### src/shared/iaj_pkg.sv
`default_nettype none

package iaj_pkg;

    // widths of the core datapath
    localparam int WORD_W = 16;
    localparam int PC_W = 11;
    localparam int RAM_ADDR_W = 7;
    localparam int DATA_W = 4;

    // memory increment: nine-bit prefix above a seven-bit location
    localparam int INC_PREFIX_LSB = 7;
    localparam logic [8:0] INC_PREFIX = 9'h094;

    // five-bit jump prefixes above an eleven-bit target
    localparam int JUMP_PREFIX_LSB = 11;
    localparam logic [4:0] ABS_JUMP_PREFIX = 5'h0e;
    localparam logic [4:0] CARRY_JUMP_PREFIX_DEFAULT = 5'h1e;

    // bit-test jumps: 1 0 s1 s0 0, select field at bits 13:12
    localparam int BIT_JUMP_SEL_LSB = 12;
    localparam logic [4:0] BIT_JUMP_FIXED_MASK = 5'h19;
    localparam logic [4:0] BIT_JUMP_FIXED_VALUE = 5'h10;

    // reset values
    localparam logic [10:0] PC_RESET = 11'h000;
    localparam logic [3:0] ACC_RESET = 4'h0;
    localparam logic CARRY_RESET = 1'b0;
    localparam logic ZERO_RESET = 1'b0;

    typedef enum logic [2:0]
    {
        OP_OTHER,
        OP_INC,
        OP_BIT_JUMP,
        OP_CARRY_JUMP,
        OP_ABS_JUMP
    } iaj_op_t;

endpackage : iaj_pkg

`default_nettype wire

### src/design/iaj_decode_exec.sv
// Function
// - the memory increment is recognised by a fixed nine-bit prefix, the low seven bits naming the location.
// - the memory increment adds one to the nibble, writes it to accumulator and memory, and sets carry and zero.
// - bit-test jumps are five-bit prefixes over an eleven-bit target, testing accumulator bits 0 to 3 by a two-bit select.
// - a bit-test jump loads all eleven program counter bits when the bit is one, else the counter increments.
// - the carry jump loads the program counter from the target when carry is one, else it increments.
// - the absolute jump always replaces program counter bits ten to zero, whatever the flags or accumulator.
`timescale 1ns/100ps
`default_nettype none

module iaj_decode_exec #(
    // printed opcode is incomplete; set once confirmed
    parameter logic [4:0] CARRY_JUMP_PREFIX = iaj_pkg::CARRY_JUMP_PREFIX_DEFAULT
) (
    // clock and reset
    input wire logic clock,
    input wire logic nrst,
    // instruction fetch
    input wire logic step,
    input wire logic [iaj_pkg::WORD_W-1:0] instr,
    output logic [iaj_pkg::PC_W-1:0] pc,
    // data memory
    output logic [iaj_pkg::RAM_ADDR_W-1:0] ram_addr,
    input wire logic [iaj_pkg::DATA_W-1:0] ram_rdata,
    output logic [iaj_pkg::DATA_W-1:0] ram_wdata,
    output logic ram_we,
    // core state
    output logic [iaj_pkg::DATA_W-1:0] acc,
    output logic carry_flag,
    output logic zero_flag,
    output logic unknown_op
);

    iaj_pkg::iaj_op_t op;
    logic [1:0] bit_sel;
    logic [iaj_pkg::PC_W-1:0] target;
    logic [4:0] prefix5;
    logic take_jump;
    logic [iaj_pkg::PC_W-1:0] next_pc;
    logic [iaj_pkg::DATA_W-1:0] inc_sum;
    logic inc_carry;
    logic inc_zero;
    logic exec;

    assign prefix5 = instr[iaj_pkg::WORD_W-1:iaj_pkg::JUMP_PREFIX_LSB];
    assign target = instr[iaj_pkg::PC_W-1:0];
    assign bit_sel = instr[iaj_pkg::BIT_JUMP_SEL_LSB+1:iaj_pkg::BIT_JUMP_SEL_LSB];

    always_comb
    begin
        op = iaj_pkg::OP_OTHER;
        if (instr[iaj_pkg::WORD_W-1:iaj_pkg::INC_PREFIX_LSB] == iaj_pkg::INC_PREFIX)
            op = iaj_pkg::OP_INC;
        else if ((prefix5 & iaj_pkg::BIT_JUMP_FIXED_MASK) == iaj_pkg::BIT_JUMP_FIXED_VALUE)
            op = iaj_pkg::OP_BIT_JUMP;
        else if (prefix5 == CARRY_JUMP_PREFIX)
            op = iaj_pkg::OP_CARRY_JUMP;
        else if (prefix5 == iaj_pkg::ABS_JUMP_PREFIX)
            op = iaj_pkg::OP_ABS_JUMP;
    end

    always_comb
    begin
        case (op)
            iaj_pkg::OP_BIT_JUMP: take_jump = acc[bit_sel];
            iaj_pkg::OP_CARRY_JUMP: take_jump = carry_flag;
            iaj_pkg::OP_ABS_JUMP: take_jump = 1'b1;
            default: take_jump = 1'b0;
        endcase
    end

    // instructions outside this group only advance the counter
    assign next_pc = take_jump ? target : pc + 11'h001;
    assign exec = step;
    assign unknown_op = step && (op == iaj_pkg::OP_OTHER);

    iaj_nibble_inc #(
        .WIDTH(iaj_pkg::DATA_W)
    ) u_inc (
        .operand(ram_rdata),
        .sum(inc_sum),
        .carry_out(inc_carry),
        .is_zero(inc_zero)
    );

    // write must land in the same cycle to keep one cycle per instruction
    assign ram_addr = instr[iaj_pkg::RAM_ADDR_W-1:0];
    assign ram_wdata = inc_sum;
    assign ram_we = exec && (op == iaj_pkg::OP_INC);

    always_ff @(posedge clock or negedge nrst)
    begin
        if (!nrst)
            pc <= iaj_pkg::PC_RESET;
        else if (exec)
            pc <= next_pc;
    end

    always_ff @(posedge clock or negedge nrst)
    begin
        if (!nrst)
        begin
            acc <= iaj_pkg::ACC_RESET;
            carry_flag <= iaj_pkg::CARRY_RESET;
            zero_flag <= iaj_pkg::ZERO_RESET;
        end
        else if (exec && op == iaj_pkg::OP_INC)
        begin
            acc <= inc_sum;
            carry_flag <= inc_carry;
            zero_flag <= inc_zero;
        end
    end
endmodule : iaj_decode_exec

`default_nettype wire

### src/design/iaj_nibble_inc.sv
`timescale 1ns/100ps
`default_nettype none

module iaj_nibble_inc #(
    parameter int WIDTH = 4
) (
    // operand
    input wire logic [WIDTH-1:0] operand,
    // result and flags
    output logic [WIDTH-1:0] sum,
    output logic carry_out,
    output logic is_zero
);

    logic [WIDTH:0] wide_sum;

    assign wide_sum = {1'b0, operand} + {{WIDTH{1'b0}}, 1'b1};
    assign sum = wide_sum[WIDTH-1:0];
    assign carry_out = wide_sum[WIDTH];
    assign is_zero = (wide_sum[WIDTH-1:0] == {WIDTH{1'b0}});

endmodule : iaj_nibble_inc

`default_nettype wire

### config.mk
export PLATFORM = sky130hd
export DESIGN_NAME = iaj_decode_exec
export DESIGN_NICKNAME = d
export VERILOG_FILES = /design/src/shared/iaj_pkg.sv /design/src/design/iaj_decode_exec.sv /design/src/design/iaj_nibble_inc.sv
export SDC_FILE = /design/constraint.sdc
export NUM_CORES = 1
export LEC_CHECK = 0
export BUFFER_PORTS_ARGS = -buffer_cell sky130_fd_sc_hd__buf_2
export CAP_MARGIN = 10
export CORE_MARGIN = 2
export CORE_UTILIZATION = 43
export CTS_CLUSTER_DIAMETER = 50
export DETAILED_ROUTE_END_ITERATION = 10
export PLACE_DENSITY_LB_ADDON = 0.2
export SLEW_MARGIN = 20
export SYNTH_ARGS = -nofsm -noshare
export SYNTH_HDL_FRONTEND = slang
export SYNTH_HIERARCHICAL = 1
export SYNTH_SLANG_ARGS = --single-unit
### constraint.sdc
create_clock -name clock -period 1.61 [get_ports clock]
set_input_delay 0.161 -clock clock [delete_from_list [all_inputs] [get_ports clock]]
set_output_delay 0.161 -clock clock [all_outputs]
set_load 0.05 [all_outputs]
==> results of run 1 <==
flip-flops by register name (all words and copies together), names as in the netlist:
name        count
pc             11
acc             4
carry_flag      1
zero_flag       1
metal layers:
metal,track usage,vias up
met4,0.0598,0
met3,0.0290,4
met2,0.343,40
met5,0,-
li1,-,628
met1,0.302,615
per-stage QoR:
stage	utilization	cells	hold WS, ns	setup TNS (ns)
finish	0.618	228	0.137	-1.17
global route	0.618	228	0.133	-1.69
CTS	0.608	228	0.118	-1.35
detailed placement	0.590	222	0.112	-1.64
global placement	0.590	222	0.107	-1.04
floorplan	-	131	-0.135	-2.89
synth_stat cells, types with 3 or more instances:
master,number,area (sq um)
buf_4,7,52.6
mux2_2,6,67.6
and3_1,3,18.8
a211oi_1,7,52.6
dfrtp_1,17,425
nand2b_1,3,18.8
nor2b_1,8,50.1
o31ai_1,4,30.0
nand2_1,8,30.0
or3_1,3,18.8
nand3_1,9,45.0
clkbuf_1,3,11.3
a311o_1,9,90.1
inv_1,8,30.0
nor3_1,4,20.0
or4_1,3,22.5
where the power goes:
part	internal, mW	switching, mW	leakage (nW)
clock	0.0962	0.147	0.0150
combinational	0.382	0.656	0.625
sequential	0.503	0.0655	0.184
layout by cell type, fill, tap and decap left out, types with 2 or more instances in the layout:
cell / Yosys / routed
buf_2: 1 / 51
buf_4: 7 / 22
a311o_1: 9 / 9
dfrtp_2: 0 / 9
inv_1: 8 / 8
nand3_1: 9 / 8
nor2b_1: 8 / 8
dfrtp_1: 17 / 8
a211oi_1: 7 / 7
nand2_1: 8 / 7
mux2_2: 6 / 6
o31ai_1: 4 / 4
nor3_1: 4 / 3
nand2b_1: 3 / 3
or4_1: 3 / 3
and3_1: 3 / 3
or3_1: 3 / 3
clkbuf_4: 0 / 3
or2_4: 1 / 2
nand3_2: 1 / 2
nand4_1: 2 / 2
nor2_1: 2 / 2
ha_1: 2 / 2
logic make-up (layout without fill, tap and decap cells):
| kind of cell | Yosys count | after routing |
|---|---|---|
| adder cells (fa/ha/maj) | 2 | 2 |
| flip-flops | 17 | 17 |
| AND/OR/NAND/NOR | 52 | 53 |
| XOR/XNOR | 2 | 2 |
| buffers and inverters | 21 | 86 |
| AO/OA/AOI/OAI | 30 | 30 |
| multiplexers | 7 | 7 |
repair_timing:
item	in CTS	in global routing
pin swaps	3	2
resized for setup	2	5
setup endpoints to repair	12	12
gates cloned	1	0
endpoints found under the hold margin	17	0
hold buffers	1	0
cell type report:
cell class              instances  area [sq um]
fillers                       259          1050
multi-input cells              94           741
flip-flops and latches         17           437
repair buffers                 74           430
well taps                      31          38.8
inverters                       8          30.0
clock buffers                   4          26.3
worst register-to-register path: stages (launching register included):
cell and delay (ns):
dfrtp_2 0.42, mux4_2 0.48, nor3b_4 0.18, or2_4 0.28, a311o_1 0.28
how the worst max path moves through the flow:
stage                start  endpoint
finish              acc[3]     pc[0]
global route        acc[3]     pc[0]
CTS                 acc[3]     pc[0]
detailed placement  acc[3]     pc[0]
global placement    acc[3]     pc[0]
floorplan           acc[3]     pc[3]
==> impl_results.md, run 1 <==
* Number of flops mapped to enable cells by yosys at 0
* Post-synthesis register bit count at 17
* Post-Synth Adder-Cell Area at 0.0202
* Final setup violation count at 11
* Remaining Overflow, GRT at 0
* Synthesized area divided by synthesized cell count at 9.46 sq um
* Final routed DRC violation total at 0
* Vias after detailed routing at 1,287
* Count of input and output buffers at 52
* Via count of the first global-routing pass at 1,226
* Core box area at 0.00276 sq mm
* Clk_skew at 0.00601 ns
* Synthesized-area fraction occupied by and/or/nand/nor cells at 0.256
* Total global routing track utilization at 0.213
* Critical path arrival at 1.93 ns
* Post-synthesis instance area at 0.00124 sq mm
* Detailed-route vias per instance at 5.64
* Overall power after layout at 1.85 mW
* Initial Utilization at 0.449
* Fraction of synthesized cell area in xor and xnor cells at 0.0141
* Number of post-CTS setup repair buffers at 0
* Tmin final at 1.75 ns
* RSZ-0062 raised after global routing: true
* Delay contributed by the slowest stage of the critical path at 0.48 ns
* Count of cell types in the netlist at 41
* Sink of the worst hold path: pc[6]
* Syn Inst Count at 131
* Antenna fix cells at 0
* Met3 WL post-DR at 166 um
* I/O pin cnt at 53
* Die outline height at 57.7 um
* Router iterations before antenna repair at 4
* Top delay family on crit path: multiplexers
* Leakage power at 0.825 nW
* Multiplexer share of the synthesized area at 0.0727
* Layout-stage area growth over the synthesis result at 37.5%
* CP bufs+invs at 0
* Die area at 0.00333 sq mm
* Violations in the final reports: negative setup slack
* HP Start: instr[6]
* Routed wire per std cell at 15.2 um
* Final hold violations at 0
* Remaining max-slew budget at the tightest pin at 0.729
* Antenna violations before repair at 0
* Post-Synthesis Net Count at 156
* Transition time of the tightest slew-check pin at 0.407 ns
* Share of layout cells above drive strength 1 at 0.533
* Number of buffers created by CTS at 3
* Status: complete, but fails checks
* Least setup slack across all paths after layout at -0.143 ns
* Critical path type: reg -> reg
* Number of synthesis warnings at 6
* Top layer in use: met4
* Synthesized-area fraction occupied by ao, oa, aoi and oai cells at 0.202
* Post-synthesis sequential area ratio at 0.343
* Weighted congestion at the end of routability-driven global placement at 0.862
* Depth of the worst hold-timing path at 2
* Sinks on the clock net at 17
* First-pass GRT wire length at 5560 um
* Skew-Pair Late Insertion Delay at 0.29 ns
* Endpoint class of the critical path: flip-flop
* Launch point of the worst reg-to-reg path: acc[3]
* Register-to-Register Setup Slack at -0.14 ns
* Max Fclk at 0.570 GHz
* Max Transition Viols Final at 0
* Remaining antenna violation count after routing at 0
* CTS tree: done
* Power per standard cell area at 1090 mW/mm^2
* Number of max-cap violations at 0
* Detailed Route Iter0 Violations at 35
* Combinational family with the most area after synthesis: simple AND/OR/NAND/NOR gates
* Crit Path Max Fanout at 6
* Die width at 57.7 um
* Predominant post-synthesis flop cell: dfrtp_1
* DP Wirelength at 2570 um
* Master cell of the clock root buffer: clkbuf_4
* FF-to-FF path depth at 4
* Critical register-to-register path endpoint: pc[0]
* Routed wl met2 at 1690 um
* Critical Path Stages at 4
* Total Nets Final at 223
* Worst hold path type: in -> reg
* Dpl cell area at 0.00163 sq mm
* Pin count of the biggest net entering global routing at 18
* DRT met1 WL at 1590 um
* Cell chain of the critical path: mux4_2 -> nor3b_4 -> or2_4 -> a311o_1
* Clock slew at the register clock pins of the worst setup and hold paths at 0.11 ns
* Peak supply drop at 0.688 mV
* Max stage delay cell, worst path: mux4_2
* Share of the clock period used by the worst path after layout at 1.09
* Fraction of synthesis flops using an asynchronous set or reset pin at 1.00
* Kind of launch point of the worst setup path: flip-flop
* Total routed wirelength at 3480 um
* Level count of the clock H-tree at 1
* Design Area, Final at 0.00170 sq mm
* Row count at 19
* Buffer depth of the longest clock path at 2
* Worst slack at placement at -0.167 ns
* Required time reported for the critical path endpoint at 1.79 ns
No activity file was read; power rests on OpenSTA's default activity.
==> inputs of run 2 (changes only) <==
Settings changed: BUFFER_PORTS_ARGS -buffer_cell sky130_fd_sc_hd__buf_2 to default, CORE_UTILIZATION 43 to 56, DONT_BUFFER_PORTS from default to 1, MAX_ROUTING_LAYER from default to met4.
==> impl_results.md, run 2 (synthesis gave the netlist of run 1 again) <==
* Sinks on the clock net at 17 (unchanged)
* Level count of the clock H-tree at 1 (unchanged)
* Kind of launch point of the worst setup path: flip-flop
* Clock slew at the register clock pins of the worst setup and hold paths at 0.10 ns (about the same)
* Largest registers: pc (11), acc (4)
* Vias after detailed routing at 1,206 (-6.3%)
* Antenna fix cells at 0 (unchanged)
* Weighted congestion at the end of routability-driven global placement at 0.813 (-5.7%)
* Skew-Pair Late Insertion Delay at 0.30 ns (about the same)
* Die outline height at 51.0 um (-12%)
* Worst Hold Margin at 0.0241 ns (-0.113 ns)
* Peak supply drop at 0.774 mV (+13%)
* Detailed Route Iter0 Violations at 55 (+57%)
* Detailed-route vias per instance at 6.48 (+15%)
* Tmin final at 1.72 ns (-0.0331 ns)
* Comb pwr share at 0.546 (-0.015)
* Share of the clock period used by the worst path after layout at 1.07 (-0.0205)
* Clk_skew at 0.00645 ns (+0.000437 ns)
* Remaining Overflow, GRT at 0 (unchanged)
* Router iterations before antenna repair at 4 (unchanged)
* Total global routing track utilization at 0.290 (+0.0764)
* Die area at 0.00260 sq mm (-22%)
* Layout-stage area growth over the synthesis result at 27.3%
* Commonest cells after routing, fill and taps aside: buf_4, a311o_1, dfrtp_2
* Status: complete, but fails checks
* Most flops, register: pc
* Endpoint class of the critical path: flip-flop
* Via count of the first global-routing pass at 1,209 (-1.4%)
* Share of layout cells above drive strength 1 at 0.437 (-0.0963)
* Worst hold path type: in -> reg
* Overall power after layout at 1.79 mW (-3.2%)
* Switching power at 823 uW (-5.3%)
* Total Nets Final at 184 (-17%)
* DP Wirelength at 2380 um (-7.3%)
* Count of input and output buffers at 0 (-100%)
* Final routed DRC violation total at 0 (unchanged)
* Transition time of the tightest slew-check pin at 0.797 ns (+0.391 ns)
* Required time reported for the critical path endpoint at 1.80 ns (about the same)
* First-pass GRT wire length at 5440 um (-2.2%)
* RSZ-0062 raised after global routing: true
* Final setup violation count at 11 (unchanged)
* Critical path type: reg -> reg
* CTS tree: done
* Critical path arrival at 1.91 ns (-0.02 ns)
* Master cell of the clock root buffer: clkbuf_4
* Remaining antenna violation count after routing at 0 (unchanged)
* Violations in the final reports: negative setup slack
* Design Area, Final at 0.00158 sq mm (-7.4%)
* Most frequent standard cell in the layout excluding fill and tap cells: buf_4
* Die width at 51.0 um (-12%)
* Dpl cell area at 0.00144 sq mm (-12%)
* Initial Utilization at 0.577 (+0.127)
* Remaining max-slew budget at the tightest pin at 0.467 (-0.262)
* Total routed wirelength at 3420 um (-1.6%)
* Row count at 17 (-2)
* Core box area at 0.00215 sq mm (-22%)
* Antenna violations before repair at 0 (unchanged)
* Part of the power in registers at 0.322 (+0.015)
* Leakage power at 0.689 nW (-16%)
* Number of buffers created by CTS at 3 (unchanged)
* Routed wire per std cell at 18.4 um (+21%)
* Internal power at 968 uW (-1.3%)
* Pin count of the biggest net entering global routing at 30 (+12)
* Power per standard cell area at 1140 mW/mm^2 (+4.6%)
* Max Fclk at 0.581 GHz (+1.9%)
* Switching power share of the total at 0.460 (-0.0102)
* Least setup slack across all paths after layout at -0.110 ns (+0.0331 ns)
* Max Transition Viols Final at 0 (unchanged)
* Crit Path Max Fanout at 6 (unchanged)
* I/O pin cnt at 53 (unchanged)
* Max FFs per register at 11 (unchanged)
* Number of max-cap violations at 0 (unchanged)
* Buffer depth of the longest clock path at 2 (unchanged)
* Final hold violations at 0 (unchanged)
* Power share of the clock group at 0.132 (about the same)
[run 2: changes by cell type in the layout (fill, tap and decap cells not counted), moves of 3 or more]
cell	before	now
a211oi_1	7	4
buf_2	51	0
a211oi_2	0	3
buf_4	22	32
[run 2: metal layers]
layer	share of wire	up-vias	GRT usage
li1	-	556	-
met1	0.42	581	0.348
met2	0.47	60	0.459
met3	0.081	9	0.0643
met4	0.026	0	0.144
met5	0	-	-
[run 2: final cells by class]
class	count	area (sq um)
sequential	17	437
fill	164	572
tap	28	35.0
timing repair buffer	35	270
inverter	8	30.0
clock buffer	4	26.3
multi-input combinational	94	778
[run 2: worst paths after layout]
path,start,slack [ns],cells after the start,endpoint
max in group asynchronous,nrst,0.68,1,acc[2]
min,instr[5],0.02,2,pc[5]
max,acc[3],-0.11,4,pc[6]
min in group asynchronous,nrst,0.38,1,pc[5]
max reg2reg,acc[3],-0.11,4,pc[6]
min reg2reg,pc[1],0.75,3,pc[1]
[run 2: repair_timing]
item                                    4_1_cts  5_1_grt
gates cloned                                  1        0
endpoints found under the setup margin       11       11
hold buffers                                  2        1
pin swaps                                     2        1
resized for setup                             2       10
buffers inserted                              1        0
endpoints found under the hold margin        18        1
[run 2: critical path, stage by stage, from the launching register on]
cell and delay, ns:
dfrtp_2 0.42, mux4_2 0.46, nor3b_4 0.18, or2_4 0.27, a311o_1 0.28
[run 2: power groups by stage]
stage          clock network, mW  logic (mW)  registers (mW)
6_report                   0.237       0.978           0.576
5_1_grt                    0.258        1.05           0.585
4_1_cts                    0.237       0.909           0.565
3_5_place_dp                   0       0.890           0.575
3_3_place_gp                   0       0.868           0.571
2_1_floorplan                  0       0.392           0.848
[run 2: metrics by stage]
step,setup TNS (ns),cells,setup slack [ns],utilization
after CTS,-0.920,185,-0.0957,0.702
after detailed placement,-1.32,177,-0.152,0.670
after floorplan,-2.89,131,-0.291,-
after global routing,-1.26,186,-0.146,0.734
after global placement,-1.02,177,-0.109,0.670
final,-0.934,186,-0.110,0.734
==> inputs of run 3 (changes only) <==
--- a/constraint.sdc
+++ b/constraint.sdc
@@ -3,2 +3,2 @@
 set_output_delay 0.161 -clock clock [all_outputs]
-set_load 0.05 [all_outputs]
+set_load 0.1 [all_outputs]
==> impl_results.md, run 3 (synthesis gave the netlist of run 1 again) <==
* DP Wirelength at 2530 um (+6.3%)
* Commonest cells after routing, fill and taps aside: buf_4, dfrtp_2, nand3_1, a311o_1
* Die outline height at 51.0 um (unchanged)
* Share of layout cells above drive strength 1 at 0.481 (+0.0445)
* Count of input and output buffers at 0 (unchanged)
* Share of the clock period used by the worst path after layout at 1.12 (+0.0503)
* Master cell of the clock root buffer: clkbuf_4
* Status: complete, but fails checks
* CTS tree: done
* Initial Utilization at 0.577 (unchanged)
* RSZ-0062 raised after global routing: true
* Critical register-to-register path endpoint: pc[8]
* Vias after detailed routing at 1,225 (+1.6%)
* Clock slew at the register clock pins of the worst setup and hold paths at 0.12 ns (+0.02 ns)
* Antenna violations before repair at 0 (unchanged)
* Comb pwr share at 0.595 (+0.049)
* Critical path type: reg -> reg
* Critical path arrival at 2.06 ns (+0.15 ns)
* Number of buffers created by CTS at 3 (unchanged)
* Kind of launch point of the worst setup path: flip-flop
* Launching element of the worst setup path: acc[3]
* Final hold violations at 0 (unchanged)
* Max Fclk at 0.555 GHz (-4.5%)
* Number of max-cap violations at 0 (unchanged)
* Core box area at 0.00215 sq mm (unchanged)
* Total global routing track utilization at 0.317 (+0.0269)
* Detailed-route vias per instance at 6.52 (+0.49%)
* Required time reported for the critical path endpoint at 1.87 ns (+0.07 ns)
* Row count at 17 (unchanged)
* Power share of the clock group at 0.123 (-0.009)
* Worst hold path type: in -> reg
* Antenna fix cells at 0 (unchanged)
* Transition time of the tightest slew-check pin at 0.836 ns (+0.0390 ns)
* Final setup violation count at 11 (unchanged)
* Internal power at 976 uW (+0.82%)
* Skew-Pair Late Insertion Delay at 0.31 ns (about the same)
* Layout-stage area growth over the synthesis result at 31.0%
* Power per standard cell area at 1310 mW/mm^2 (+15%)
* Total routed wirelength at 3610 um (+5.4%)
* Capture point of the worst path: pc[8]
* Die area at 0.00260 sq mm (unchanged)
* Total Nets Final at 186 (+1.1%)
* Clk_skew at 0.00234 ns (-0.00411 ns)
* First-pass GRT wire length at 5910 um (+8.6%)
* Buffer depth of the longest clock path at 2 (unchanged)
* Switching power share of the total at 0.541 (+0.0813)
* Violations in the final reports: negative setup slack
* Switching power at 1.15 mW (+40%)
* Remaining antenna violation count after routing at 0 (unchanged)
* Crit Path Max Fanout at 11 (+5)
* Die width at 51.0 um (unchanged)
* Most frequent standard cell in the layout excluding fill and tap cells: buf_4
* Tmin final at 1.80 ns (+0.0810 ns)
* Weighted congestion at the end of routability-driven global placement at 0.866 (+6.5%)
* Remaining Overflow, GRT at 0 (unchanged)
* Router iterations before antenna repair at 5 (+1)
* Least setup slack across all paths after layout at -0.191 ns (-0.0810 ns)
* Detailed Route Iter0 Violations at 58 (+5.5%)
* Pin count of the biggest net entering global routing at 29 (-3.3%)
* Routed wire per std cell at 19.2 um (+4.3%)
* Dpl cell area at 0.00152 sq mm (+5.8%)
* Peak supply drop at 1.08 mV (+39%)
* Endpoint class of the critical path: flip-flop
* Launch point of the worst reg-to-reg path: acc[3]
* Most flops, register: pc
* Part of the power in registers at 0.283 (-0.039)
* Largest registers: pc (11), acc (4)
* Final routed DRC violation total at 0 (unchanged)
* Final standard cell utilization of the core at 0.755 (+0.0215)
* I/O pin cnt at 53 (unchanged)
* Remaining max-slew budget at the tightest pin at 0.441 (-0.0261)
* Leakage power at 0.691 nW (+0.39%)
* Worst slack at placement at -0.249 ns (-0.0975 ns)
* Setup TNS after final layout at -1.70 ns (-0.768 ns)
* FF-to-FF path depth at 5 (+1)
* Max Transition Viols Final at 0 (unchanged)
* Sinks on the clock net at 17 (unchanged)
* Number of post-CTS setup repair buffers at 0 (-1)
* Level count of the clock H-tree at 1 (unchanged)
* Via count of the first global-routing pass at 1,191 (-1.5%)
* Register-to-Register Setup Slack at -0.19 ns (-0.08 ns)
* Max FFs per register at 11 (unchanged)
* Design Area, Final at 0.00162 sq mm (+2.9%)
==> run 3: cell count changes in the layout (fill, tap and decap cells not counted), sizes merged <==
cell | before | now
buf | 32 | 35
clkbuf | 4 | 3
clkinv | 0 | 1
clkinvlp | 0 | 1
dlygate4sd3 | 3 | 2
inv | 8 | 7
==> run 3: worst max-delay path, stage by stage, from the launching register on <==
cell	delay [ns]
dfrtp_4	0.49
mux4_2	0.46
nor3b_4	0.18
buf_6	0.14
nor4_1	0.31
a311o_1	0.16
==> run 3: timing repair <==
item | in CTS | in global routing
gates resized for setup | 7 | 2
gates cloned | 1 | 0
hold buffers | 2 | 0
setup endpoints to repair | 11 | 11
pin swaps | 4 | 3
endpoints found under the hold margin | 19 | 0
==> run 3: power by group through the flow <==
stage | registers (mW) | logic [mW] | clock network [mW]
2_1_floorplan | 1.12 | 0.475 | 0
3_3_place_gp | 0.599 | 1.18 | 0
3_5_place_dp | 0.606 | 1.20 | 0
4_1_cts | 0.596 | 1.23 | 0.256
5_1_grt | 0.613 | 1.32 | 0.272
6_report | 0.601 | 1.26 | 0.261
==> run 3: how the worst min path moves through the flow <==
| stage | depth (start not counted) | slack [ns] | start | endpoint |
|---|---|---|---|---|
| global route | 1 | 0.007 | step | pc[2] |
| CTS | 2 | 0.0003 | instr[5] | pc[5] |
| detailed placement | 0 | -0.13 | nrst | pc[4] |
| finish | 2 | 0.004 | instr[5] | pc[5] |
| global placement | 0 | -0.13 | nrst | pc[4] |
| floorplan | 0 | -0.13 | nrst | carry_flag |
==> run 3: cell type report <==
class	count	area (sq um)
Multi-Input combinational cell	94	782
Fill cell	149	526
Sequential cell	17	454
Timing Repair Buffer	37	290
Tap cell	28	35.0
Inverter	8	33.8
Clock buffer	3	22.5
Clock inverter	1	5.00
==> run 3: through the flow <==
stage,instances,hold WS (ns),total power [mW]
final,188,0.00366,2.13
after floorplan,131,-0.135,1.60
after global routing,188,0.00713,2.21
after CTS,188,0.000289,2.09
after global placement,181,-0.134,1.78
after detailed placement,181,-0.134,1.80
==> run 3: metal layers <==
metal / global-route usage / wire length [um]
met1: 0.420 / 1500
met2: 0.468 / 1700
met3: 0.0673 / 313
met4: 0.140 / 102
met5: - / 0
